$ cat src/fsac_pkg.sv
// Package for the flash sector access control block: map, fields, codes
package fsac_pkg;
    // Register byte addresses; the control register keeps its printed index
    localparam logic [7:0]  FSAC_CTRL_IDX   = 8'h29;
    localparam logic [9:0]  FSAC_CTRL_ADDR  = {FSAC_CTRL_IDX, 2'b00};
    localparam logic [9:0]  FSAC_KEY_ADDR   = 10'h000;
    localparam logic [9:0]  FSAC_FADDR_ADDR = 10'h004;
    localparam logic [9:0]  FSAC_FDATA_ADDR = 10'h008;
    localparam logic [9:0]  FSAC_OPT_ADDR   = 10'h00C;
    localparam logic [9:0]  FSAC_STAT_ADDR  = 10'h010;
    localparam logic [9:0]  FSAC_LINK_ADDR  = 10'h014;
    localparam logic [7:0]  FSAC_CTRL_RST   = 8'h00;
    // Control bits
    localparam int FSAC_C_PROG  = 0;
    localparam int FSAC_C_SERA  = 1;
    localparam int FSAC_C_MERA  = 2;
    localparam int FSAC_C_OPT   = 3;
    // Unlock key pair
    localparam logic [7:0]  FSAC_KEY1 = 8'hA5;
    localparam logic [7:0]  FSAC_KEY2 = 8'h5A;
    // Array size in Kbytes and sector layout
    localparam int          FSAC_FLASH_KB = 60;
    localparam logic [16:0] FSAC_ARRAY_LO = 17'h10000 - 17'(FSAC_FLASH_KB * 1024);
    localparam logic [15:0] FSAC_SEC0_LO  = 16'hF000;
    localparam logic [15:0] FSAC_SEC1_LO  = 16'hE000;
    localparam logic [1:0]  FSAC_NSEC     = (FSAC_FLASH_KB <= 4) ? 2'd1 :
                                            (FSAC_FLASH_KB <= 8) ? 2'd2 : 2'd3;
    // AXI responses
    localparam logic [1:0]  FSAC_OKAY   = 2'b00;
    localparam logic [1:0]  FSAC_SLVERR = 2'b10;
    localparam int          FSAC_LINK_BITS = 8;
    // Operations handed to the array macro
    typedef enum logic [2:0] {
        FSAC_OP_NONE, FSAC_OP_PROG, FSAC_OP_SECT, FSAC_OP_MASS, FSAC_OP_OPT
    } fsac_op_t;
    typedef enum logic [1:0] {
        FSAC_ST_IDLE, FSAC_ST_RUN, FSAC_ST_WIPE
    } fsac_state_t;
endpackage : fsac_pkg

$ cat src/flash_sector_access_control.sv
// Flash sector access control: AXI4-Lite registers, sector guard, link
`timescale 1ns/10ps
`default_nettype none

// What this block does
// RQ1 - Mass erase, sector erase, byte program
// RQ2 - Sector erase names only its own sector
// RQ3 - Tool and in-circuit modes unlock all sectors, mass erase and option write; readout protection stays
// RQ4 - Application mode refuses vector sector writes
// RQ5 - Sector count follows array size
// RQ6 - 4K sectors at top, vector F000-FFFF
// RQ7 - Protection blocks all external readout
// RQ8 - Unprotecting forces full erase first
// RQ9 - One option bit holds protection
// RQ10 - Tool enters in-circuit mode first
// RQ11 - Tool alone drives reset in session; no reset control here, aresetn is only an input
// RQ12 - Link pins reserved once tool attached
// RQ13 - Control register index 29h, resets 00h
// RQ14 - Guard against accidental program/erase
// RQ15 - Key pair unlocks, relock after operation
module flash_sector_access_control
    import fsac_pkg::*;
(
    input  wire logic               aclk,
    input  wire logic               aresetn,
    input  wire logic [9:0]         s_axi_awaddr,
    input  wire logic               s_axi_awvalid,
    output logic                    s_axi_awready,
    input  wire logic [31:0]        s_axi_wdata,
    input  wire logic [3:0]         s_axi_wstrb,
    input  wire logic               s_axi_wvalid,
    output logic                    s_axi_wready,
    output logic [1:0]              s_axi_bresp,
    output logic                    s_axi_bvalid,
    input  wire logic               s_axi_bready,
    input  wire logic [9:0]         s_axi_araddr,
    input  wire logic               s_axi_arvalid,
    output logic                    s_axi_arready,
    output logic [31:0]             s_axi_rdata,
    output logic [1:0]              s_axi_rresp,
    output logic                    s_axi_rvalid,
    input  wire logic               s_axi_rready,
    input  wire logic               tool_socket_mode,
    input  wire logic               programming_voltage_select,
    input  wire logic               tool_attached,
    input  wire logic               option_readout_strap,
    input  wire logic               debug_link_clock,
    input  wire logic               debug_link_data_i,
    output logic                    debug_link_data_o,
    output logic                    debug_link_data_oe,
    output logic                    link_pins_reserved,
    output logic                    readout_block,
    output fsac_pkg::fsac_op_t      flash_op,
    output logic [15:0]             flash_addr,
    output logic [7:0]              flash_wdata,
    output logic                    flash_opt_value,
    input  wire logic               flash_done,
    input  wire logic [7:0]         flash_rdata
);
    import fsac_pkg::*;

    typedef struct packed {
        logic [4:0]  sync1;
        logic [4:0]  sync2;
        logic        lclk_q, aw_got, w_got, awready, wready, bvalid, arready, rvalid;
        logic [9:0]  awaddr;
        logic [31:0] wdata;
        logic [3:0]  wstrb;
        logic [1:0]  bresp;
        logic [31:0] rdata;
        logic [1:0]  rresp;
        logic [7:0]  ctrl;
        logic [1:0]  key_step;
        logic        unlocked, opt_req, protect, strap_done, refused;
        logic [15:0] faddr;
        logic [7:0]  fdata;
        fsac_state_t state;
        fsac_op_t    op;
        logic [7:0]  shift;
        logic [2:0]  bitcnt;
        logic        reply, dout, doe;
        logic [7:0]  link_rx;
    } fsac_regs_t;

    fsac_regs_t r;
    fsac_regs_t nxt;
    // Synchronised pins, second stage only
    logic s_tool, s_icc, s_att, s_lclk, s_ldat;
    assign {s_tool, s_icc, s_att, s_lclk, s_ldat} = r.sync2;
    // Sector decode; sectors beyond the fitted count are outside the array
    logic       in_array, all_access, allowed, wr_now;
    logic [1:0] sector;
    logic [9:0] wa;
    always_comb
    begin
        sector     = (r.faddr >= FSAC_SEC0_LO) ? 2'd0 :                  // [RQ6]
                     (r.faddr >= FSAC_SEC1_LO) ? 2'd1 : 2'd2;
        in_array   = ({1'b0, r.faddr} >= FSAC_ARRAY_LO) && (sector < FSAC_NSEC); // [RQ5]
        all_access = s_tool | s_icc;                       // [RQ3]
        allowed    = in_array & (all_access | (sector != 2'd0)); // [RQ4]
        wr_now     = r.aw_got & r.w_got & ~r.bvalid;
        wa         = r.awaddr;
    end
    // Next-state logic for bus, guard, sequencer and link
    always_comb
    begin
        nxt         = r;
        nxt.sync1   = {tool_socket_mode, programming_voltage_select, tool_attached,
                       debug_link_clock, debug_link_data_i};
        nxt.sync2   = r.sync1;
        nxt.lclk_q  = s_lclk;
        // Strap caught on the first clock after reset release
        if (!r.strap_done)
        begin
            nxt.protect    = option_readout_strap;         // [RQ9]
            nxt.strap_done = 1'b1;
        end

        // Address and data accepted in either order
        if (s_axi_awvalid && r.awready)
        begin
            nxt.aw_got  = 1'b1;
            nxt.awaddr  = s_axi_awaddr;
            nxt.awready = 1'b0;
        end
        if (s_axi_wvalid && r.wready)
        begin
            nxt.w_got = 1'b1;
            nxt.wdata = s_axi_wdata;
            nxt.wstrb = s_axi_wstrb;
            nxt.wready = 1'b0;
        end
        if (r.bvalid && s_axi_bready)
        begin
            nxt.bvalid  = 1'b0;
            nxt.awready = 1'b1;
            nxt.wready  = 1'b1;
        end

        // Register write; the key register arms the control register
        if (wr_now)
        begin
            nxt.aw_got = 1'b0;
            nxt.w_got  = 1'b0;
            nxt.bvalid = 1'b1;
            nxt.bresp  = FSAC_OKAY;
            if (r.wstrb[0])
            begin
                case (wa)
                    FSAC_KEY_ADDR:
                    begin
                        // Any wrong byte restarts the pair [RQ14]
                        nxt.key_step = 2'd0;
                        if (r.key_step == 2'd0 && r.wdata[7:0] == FSAC_KEY1)
                            nxt.key_step = 2'd1;
                        if (r.key_step == 2'd1 && r.wdata[7:0] == FSAC_KEY2)
                            nxt.unlocked = 1'b1;           // [RQ15]
                    end
                    FSAC_FADDR_ADDR: nxt.faddr[7:0] = r.wdata[7:0];
                    FSAC_FDATA_ADDR: nxt.fdata      = r.wdata[7:0];
                    FSAC_OPT_ADDR:   nxt.opt_req    = r.wdata[0];
                    FSAC_CTRL_ADDR:
                    begin
                        // Locked or busy: the write is dropped silently [RQ15]
                        if (r.unlocked && r.state == FSAC_ST_IDLE)
                            nxt.ctrl = r.wdata[7:0];       // [RQ13]
                    end
                    FSAC_STAT_ADDR, FSAC_LINK_ADDR: ;
                    default: nxt.bresp = FSAC_SLVERR;
                endcase
            end
            if (r.wstrb[1] && wa == FSAC_FADDR_ADDR)
                nxt.faddr[15:8] = r.wdata[15:8];
            if (wa > FSAC_LINK_ADDR && wa != FSAC_CTRL_ADDR)
                nxt.bresp = FSAC_SLVERR;
        end

        // Register read, one cycle after the address is taken
        if (s_axi_arvalid && r.arready)
        begin
            nxt.arready = 1'b0;
            nxt.rvalid  = 1'b1;
            nxt.rresp   = FSAC_OKAY;
            nxt.rdata   = '0;
            case (s_axi_araddr)
                FSAC_KEY_ADDR:   nxt.rdata = '0;
                FSAC_FADDR_ADDR: nxt.rdata[15:0] = r.faddr;
                FSAC_FDATA_ADDR: nxt.rdata[7:0]  = r.fdata;
                FSAC_OPT_ADDR:   nxt.rdata[0]    = r.opt_req;
                FSAC_CTRL_ADDR:  nxt.rdata[7:0]  = r.ctrl;
                FSAC_STAT_ADDR:  nxt.rdata[10:0] = {FSAC_NSEC, s_att, s_icc, s_tool,
                                                    r.protect, r.refused, r.unlocked,
                                                    r.state != FSAC_ST_IDLE,
                                                    r.key_step};
                FSAC_LINK_ADDR:  nxt.rdata[7:0]  = r.link_rx;
                default:         nxt.rresp = FSAC_SLVERR;
            endcase
        end
        if (r.rvalid && s_axi_rready)
        begin
            nxt.rvalid  = 1'b0;
            nxt.arready = 1'b1;
        end

        // Operation sequencer; control bits are cleared when taken
        case (r.state)
            FSAC_ST_IDLE:
            begin
                if (r.ctrl != FSAC_CTRL_RST)
                begin
                    nxt.ctrl     = FSAC_CTRL_RST;
                    nxt.unlocked = 1'b0;                   // [RQ15]
                    nxt.refused  = 1'b0;
                    nxt.state    = FSAC_ST_RUN;
                    if (r.ctrl[FSAC_C_OPT])
                    begin
                        if (!all_access)
                        begin
                            nxt.refused = 1'b1;            // [RQ3]
                            nxt.state   = FSAC_ST_IDLE;
                        end
                        else if (r.protect && !r.opt_req)
                        begin
                            nxt.op    = FSAC_OP_MASS;      // [RQ8]
                            nxt.state = FSAC_ST_WIPE;
                        end
                        else
                            nxt.op = FSAC_OP_OPT;          // [RQ9]
                    end
                    else if (r.ctrl[FSAC_C_MERA])
                    begin
                        if (all_access)
                            nxt.op = FSAC_OP_MASS;         // [RQ1]
                        else
                        begin
                            nxt.refused = 1'b1;            // [RQ4]
                            nxt.state   = FSAC_ST_IDLE;
                        end
                    end
                    else if (!allowed)
                    begin
                        nxt.refused = 1'b1;                // [RQ4]
                        nxt.state   = FSAC_ST_IDLE;
                    end
                    else if (r.ctrl[FSAC_C_SERA])
                        nxt.op = FSAC_OP_SECT;             // [RQ2]
                    else if (r.ctrl[FSAC_C_PROG])
                        nxt.op = FSAC_OP_PROG;             // [RQ1]
                    else
                        nxt.state = FSAC_ST_IDLE;
                end
            end
            FSAC_ST_WIPE:
            begin
                // Option changes only after the array is blank [RQ8]
                if (flash_done)
                    nxt.op = FSAC_OP_OPT;
                if (flash_done)
                    nxt.state = FSAC_ST_RUN;
            end
            FSAC_ST_RUN:
            begin
                if (flash_done)
                begin
                    if (r.op == FSAC_OP_OPT)
                        nxt.protect = r.opt_req;           // [RQ9]
                    nxt.op    = FSAC_OP_NONE;
                    nxt.state = FSAC_ST_IDLE;
                end
            end
            default: nxt.state = FSAC_ST_IDLE;
        endcase

        // Link: sample on rising, drive on falling edge of the tool clock
        if (!s_att || !s_icc)
        begin
            nxt.bitcnt = '0;
            nxt.reply  = 1'b0;
            nxt.doe    = 1'b0;
        end
        else if (s_lclk && !r.lclk_q)
        begin
            nxt.shift  = {r.shift[6:0], s_ldat & ~r.reply};  // Zeros shift in while replying
            nxt.bitcnt = r.bitcnt + 3'd1;
            if (r.bitcnt == 3'(FSAC_LINK_BITS - 1))
            begin
                nxt.reply = ~r.reply;
                if (!r.reply)
                begin
                    nxt.link_rx = {r.shift[6:0], s_ldat};
                    // Protected array answers zeros [RQ7]
                    nxt.shift   = r.protect ? 8'h00 : flash_rdata;
                end
            end
        end
        else if (!s_lclk && r.lclk_q)
        begin
            nxt.dout = r.shift[7];
            nxt.doe  = r.reply & ~r.protect;               // [RQ7]
        end
    end

    // Single state register, synchronous active-low reset
    always_ff @(posedge aclk)
    begin
        if (!aresetn)
        begin
            r         <= '0;                               // Idle state, no op
            r.awready <= 1'b1;
            r.wready  <= 1'b1;
            r.arready <= 1'b1;
            r.protect <= 1'b1;                             // Safe until strap is read
        end
        else
            r <= nxt;
    end

    assign s_axi_awready      = r.awready;
    assign s_axi_wready       = r.wready;
    assign s_axi_bvalid       = r.bvalid;
    assign s_axi_bresp        = r.bresp;
    assign s_axi_arready      = r.arready;
    assign s_axi_rvalid       = r.rvalid;
    assign s_axi_rdata        = r.rdata;
    assign s_axi_rresp        = r.rresp;
    assign debug_link_data_o  = r.dout;
    assign debug_link_data_oe = r.doe;
    assign link_pins_reserved = r.sync2[2];                // [RQ12]
    assign readout_block      = r.protect;                 // [RQ7]
    assign flash_op           = r.op;
    assign flash_addr         = r.faddr;
    assign flash_wdata        = r.fdata;
    assign flash_opt_value    = r.opt_req;
endmodule : flash_sector_access_control

`default_nettype wire

$ cat config.mk
export PLATFORM = sky130hd
export DESIGN_NAME = flash_sector_access_control
export DESIGN_NICKNAME = d
export VERILOG_FILES = /design/src/fsac_pkg.sv /design/src/flash_sector_access_control.sv
export SDC_FILE = /design/constraint.sdc
export NUM_CORES = 1
export LEC_CHECK = 0
export BUFFER_PORTS_ARGS = -buffer_cell sky130_fd_sc_hd__buf_2
export CAP_MARGIN = 10
export CELL_PAD_IN_SITES_DETAIL_PLACEMENT = 2
export CELL_PAD_IN_SITES_GLOBAL_PLACEMENT = 2
export CORE_MARGIN = 4
export CORE_UTILIZATION = 31
export CTS_CLUSTER_SIZE = 28
export DETAILED_ROUTE_END_ITERATION = 16
export PLACE_DENSITY_LB_ADDON = 0.1
export SYNTH_ARGS = -nofsm -noshare
export SYNTH_HDL_FRONTEND = slang
export SYNTH_SLANG_ARGS = --single-unit
export TNS_END_PERCENT = 1
$ cat constraint.sdc
create_clock -name aclk -period 2.38 [get_ports aclk]
set_input_delay 0.238 -clock aclk [delete_from_list [all_inputs] [get_ports aclk]]
set_output_delay 0.238 -clock aclk [all_outputs]
set_load 0.01 [all_outputs]
* Word-level counts from Yosys, hierarchy flattened
Index checks and enable logic that the tools add are counted.
** Storage, ports and cells
- Bits in registers :: 132
- Output and inout bits :: 73
- Logic and storage cells :: 183
** Operators by class
- Add/sub/neg operators :: 1
- $lt $le $gt $ge :: 5
- Equality and inequality tests :: 27
- Muxes and demuxes :: 55
- Bitwise operators :: 13
- Reductions and logical operators :: 48
** Operators with widths (number)
- two-way mux 8 bit :: 7
- == test 10 x 4 -> 1 bit (second input constant) :: 4
- == test 10 x 5 -> 1 bit (second input constant) :: 4
- one-hot mux 7 bit (5 select lines) :: 1
- greater-or-equal comparator 16 bit (second input constant) :: 2
- two-way mux 5 bit :: 5
- two-way mux 12 bit :: 2
- two-way mux 3 bit :: 8
- == test 10 x 3 -> 1 bit (second input constant) :: 2
- == test 10 x 8 -> 1 bit (second input constant) :: 2
- zero test 10 bit :: 2
- two-way mux 2 bit :: 10
- two-way mux 1 bit :: 18
- AND reduction 3 bit :: 6
- greater-or-equal comparator 16 x 13 -> 1 bit (second input constant) :: 1
- logical AND 1 bit :: 14
- OR reduction 7 bit :: 2
- greater-than comparator 10 x 5 -> 1 bit (second input constant) :: 1
- inequality test 10 x 8 -> 1 bit (second input constant) :: 1
- AND reduction 2 bit :: 5
- one-hot mux 3 bit (3 select lines) :: 1
- == test 8 x 7 -> 1 bit (second input constant) :: 1
- == test 8 bit (second input constant) :: 1
- AND reduction 8 bit :: 1
- other kinds (24) :: 48

* Logic depth before layout (Yosys ltp)
- Depth in word-level cells :: 11
- Depth in mapped cells :: 7
- Mapped depth without buffers :: 6

* Worst setup path before layout
No wires, ideal clock.
- Kind :: register to register
- Start point :: register r, in the netlist wa[0]
- End point :: register r[58] in the netlist's numbering
- Library setup time :: 0.126 ns
- Data arrival time :: 1.523 ns
- Required time :: 2.254 ns
- Setup slack :: 0.731 ns
- Cell stages (with the launch flop) :: 6
- Buffers on the path :: 1
- Cells stage by stage :: dfxtp_1 -> or4b_4 -> or3_1 -> buf_6 -> o21ai_1 -> a21oi_1
** Between the ends
- Longest elaborated chain between the ends :: 6
** Ends and longest elaborated chain
- start: declaration :: line flash_sector_access_control.sv:85 : fsac_regs_t r;
- start signal: assignment :: line flash_sector_access_control.sv:315 : r <= nxt;
- == test 10 x 8 -> 1 bit (*) :: line flash_sector_access_control.sv:149 : case (wa)
- two-way mux 8 bit (*) :: line flash_sector_access_control.sv:149
- two-way mux 12 bit (*) :: line flash_sector_access_control.sv:147 : if (r.wstrb[0])
- two-way mux 12 bit (*) :: line flash_sector_access_control.sv:141 : if (wr_now)
- two-way mux 8 bit :: line flash_sector_access_control.sv:209 : if (r.ctrl != FSAC_CTRL_RST)
- two-way mux 8 bit (*) :: line flash_sector_access_control.sv:206 : case (r.state)
Mark *: on every way between the ends. The rest lies on a longest branch, timed or not.
A chain may end at the register's enable or synchronous reset.

* Final worst setup path
- Start point :: register r, in the netlist wa[2]
- End point :: register r, in the netlist flash_addr[5]
** Between the ends
- Longest elaborated chain between the ends :: 2
** Ends and longest elaborated chain (line)
- == test 10 x 3 -> 1 bit :: flash_sector_access_control.sv:149
- AND reduction 3 bit (no source line)
No other way between the ends.

==> results.ini <==
[timing]
fmax_mhz = 507
final-hold-violation-count = 0
finClkSkew_ns = 0.00986
maxSlewHeadroom = 0.494
min_period_ns = 1.97
setup-tns-final_ns = 0
rsz0062_at_grt = false
worstMarginPinSlew_ns = 0.752
finalMaxSlewViolations = 0
fin_ws_ns = 0.407
period_share = 0.829
setup_viol = 0

[logic_synthesis]
synthTopCellsByArea = dfxtp_1 42%, buf_4 7.9%, nand2_1 6.0%
ys_async_sr_fraction = 0
synth_commonest_cells = 129 x dfxtp_1, 97 x nand2_1, 72 x a21oi_1, 64 x buf_4, 48 x nand3_1
ys.flop_type = dfxtp_1
synth.most_common_cell = dfxtp_1
syn-cell-area_um2 = 6100
netlist.area_leader.share = 0.423
yosysTopAreaCell = dfxtp_1
ys_seq_area_frac = 0.423
synth.distinct_cells = 66
ys_seq_elements = 129
synth.avg_cell_area_um2 = 8.44
yosysWarnings = 0
synth_edf_count = 0
synthCells = 723

[grt]
antenna_found_initial = 0
grt_overflow_total = 0
grt_usage = 0.185
grt_max_degree = 49
grt_pass1_wl_um = 32000
grt_pass1_vias = 5643

[finish]
num_antenna_cells = 0
finish.instance_area_um2 = 7220
finalNetCount = 872
drive_gt1_frac = 0.228
instances_no_fill = 1066
syn2layout_area_growth_pct = 18.3

[setup_path]
end_kind = flip-flop
worstPathRequired_ns = 2.73
worst_path_largest_cell_delay_ns = 0.61
crit_fanout = 14
cp-start-kind = flip-flop
critPathSlowestCell = or4b_4
crit_chain = or4b_4 > nor2_1 > nand3_1 > a21oi_1
crit_type = flip-flop to flip-flop
path_buf_inv = 0
critPathTopFamily = simple AND/OR/NAND/NOR gates
arrival_ns = 2.32

[floorplanning]
die_h_um = 148
pin_count = 151
initial_utilization = 0.315
rows = 51
core-area_um2 = 19400
dieArea_um2 = 22000
die_x_um = 148

[placement]
gp_congestion = 0.769
dp.cells = 1034
port_buffers = 114
place_ws_ns = 0.435
placed_area_um2 = 6560
hpwl_um = 15100

[drt]
viasPerCell = 5.03
drc = 0
postRouteAntennaNets = 0
vias = 5367
drt_iter0_drc = 223
routed_wl_um = 20300
firstDrtPassIters = 4
avgRoutedWirePerCell_um = 19.1

[outcome]
outcome = finished clean

[power]
powerDensity_nw_per_um2 = 784
finalPower_uw = 5660
p_leak_uw = 0.00283
ir_drop_mv = 0.450

[clock_tree]
cts_buffer_depth = 2
hold_buffers = 0
cts_sinks = 129
clk_pin_slew_ns = 0.06
cts-buffers-inserted = 17
ctsResizeCount = 0
htreeDepth = 4
post_cts_buffers = 0
cts_tree = built
root_buffer = clkbuf_16
clock_latency_ns = 0.42

[flow_run]
cap_violations = 0

[hold_path]
hold_path_class = input port to flip-flop

==> flip-flops by register name (all words and copies together) (netlist names), 3 cells and up <==
signal	flops
flash_addr	16
flash_op	3
nxt	6
r	58
s_axi_rdata	16
flash_wdata	8
wa	10
==> placed cells by master, fill, tap and decap left out, types with 14 or more instances in the layout <==
| master | synthesis | routed |
|---|---|---|
| conb_1 | 1 | 18 |
| nor2_1 | 44 | 44 |
| clkbuf_16 | 0 | 17 |
| nand2_1 | 97 | 97 |
| dfxtp_1 | 129 | 129 |
| o21ai_0 | 29 | 29 |
| and2_1 | 16 | 16 |
| mux2i_1 | 25 | 25 |
| a21oi_1 | 72 | 72 |
| buf_2 | 7 | 114 |
| o21ai_1 | 14 | 14 |
| nand3_1 | 48 | 48 |
==> worst paths after layout <==
path	depth (start not counted)	endpoint	startpoint	slack, ns
max	4	flash_addr[5]	wa[2]	0.41
min	2	s_axi_awready	s_axi_awvalid	0.02
max reg2reg	4	flash_addr[5]	wa[2]	0.41
min reg2reg	1	nxt[155]	nxt[157]	0.44
==> kinds of logic (layout without fill, tap and decap cells) <==
kind of cell	after synthesis	count (layout)	synth area share
xor gates and xnor gates	2	2	0.00287
DFF	129	129	0.423
other	1	18	0.000614
and+or+nand+nor	275	275	0.234
buffers and inverters	111	172	0.110
AOI/OAI and AO/OA	165	165	0.160
muxes	34	34	0.0576
adders and majority gates	6	6	0.0123
==> through the flow <==
| stage | util | hold WS, ns |
|---|---|---|
| after floorplan | - | 0.266 |
| after detailed placement | 0.338 | 0.428 |
| final | 0.372 | 0.0201 |
| after global routing | 0.372 | 0.0133 |
| after global placement | 0.338 | 0.417 |
| after CTS | 0.372 | 0.00384 |
==> final cells by class <==
cell class | instances | area (um2)
Fill cell | 2245 | 12200
Multi-Input combinational cell | 500 | 2910
Sequential cell | 129 | 2580
Timing Repair Buffer | 128 | 688
Clock buffer | 20 | 457
Tap cell | 265 | 332
Clock inverter | 12 | 204
Inverter | 12 | 45.0
==> worst register-to-register path: cells and delay by family (launching register included) <==
family | cells | cell delay (ns)
DFF | 1 | 0.40
and+or+nand+nor | 3 | 1.31
AOI/OAI and AO/OA | 1 | 0.19
==> per-layer routing <==
| layer | GRT usage | vias to the layer above | wire length, um |
|---|---|---|---|
| met5 | 0 | - | 0 |
| met3 | 0.0405 | 20 | 1030 |
| li1 | - | 2590 | - |
| met1 | 0.250 | 2628 | 9670 |
| met4 | 0.0536 | 0 | 303 |
| met2 | 0.299 | 129 | 9330 |
==> power breakdown <==
group	internal [uW]	total, uW	switching (uW)
clock	1920	2970	1040
sequential	2220	2290	61.7
combinational	152	411	259
Power figures use the tool's default switching activity.
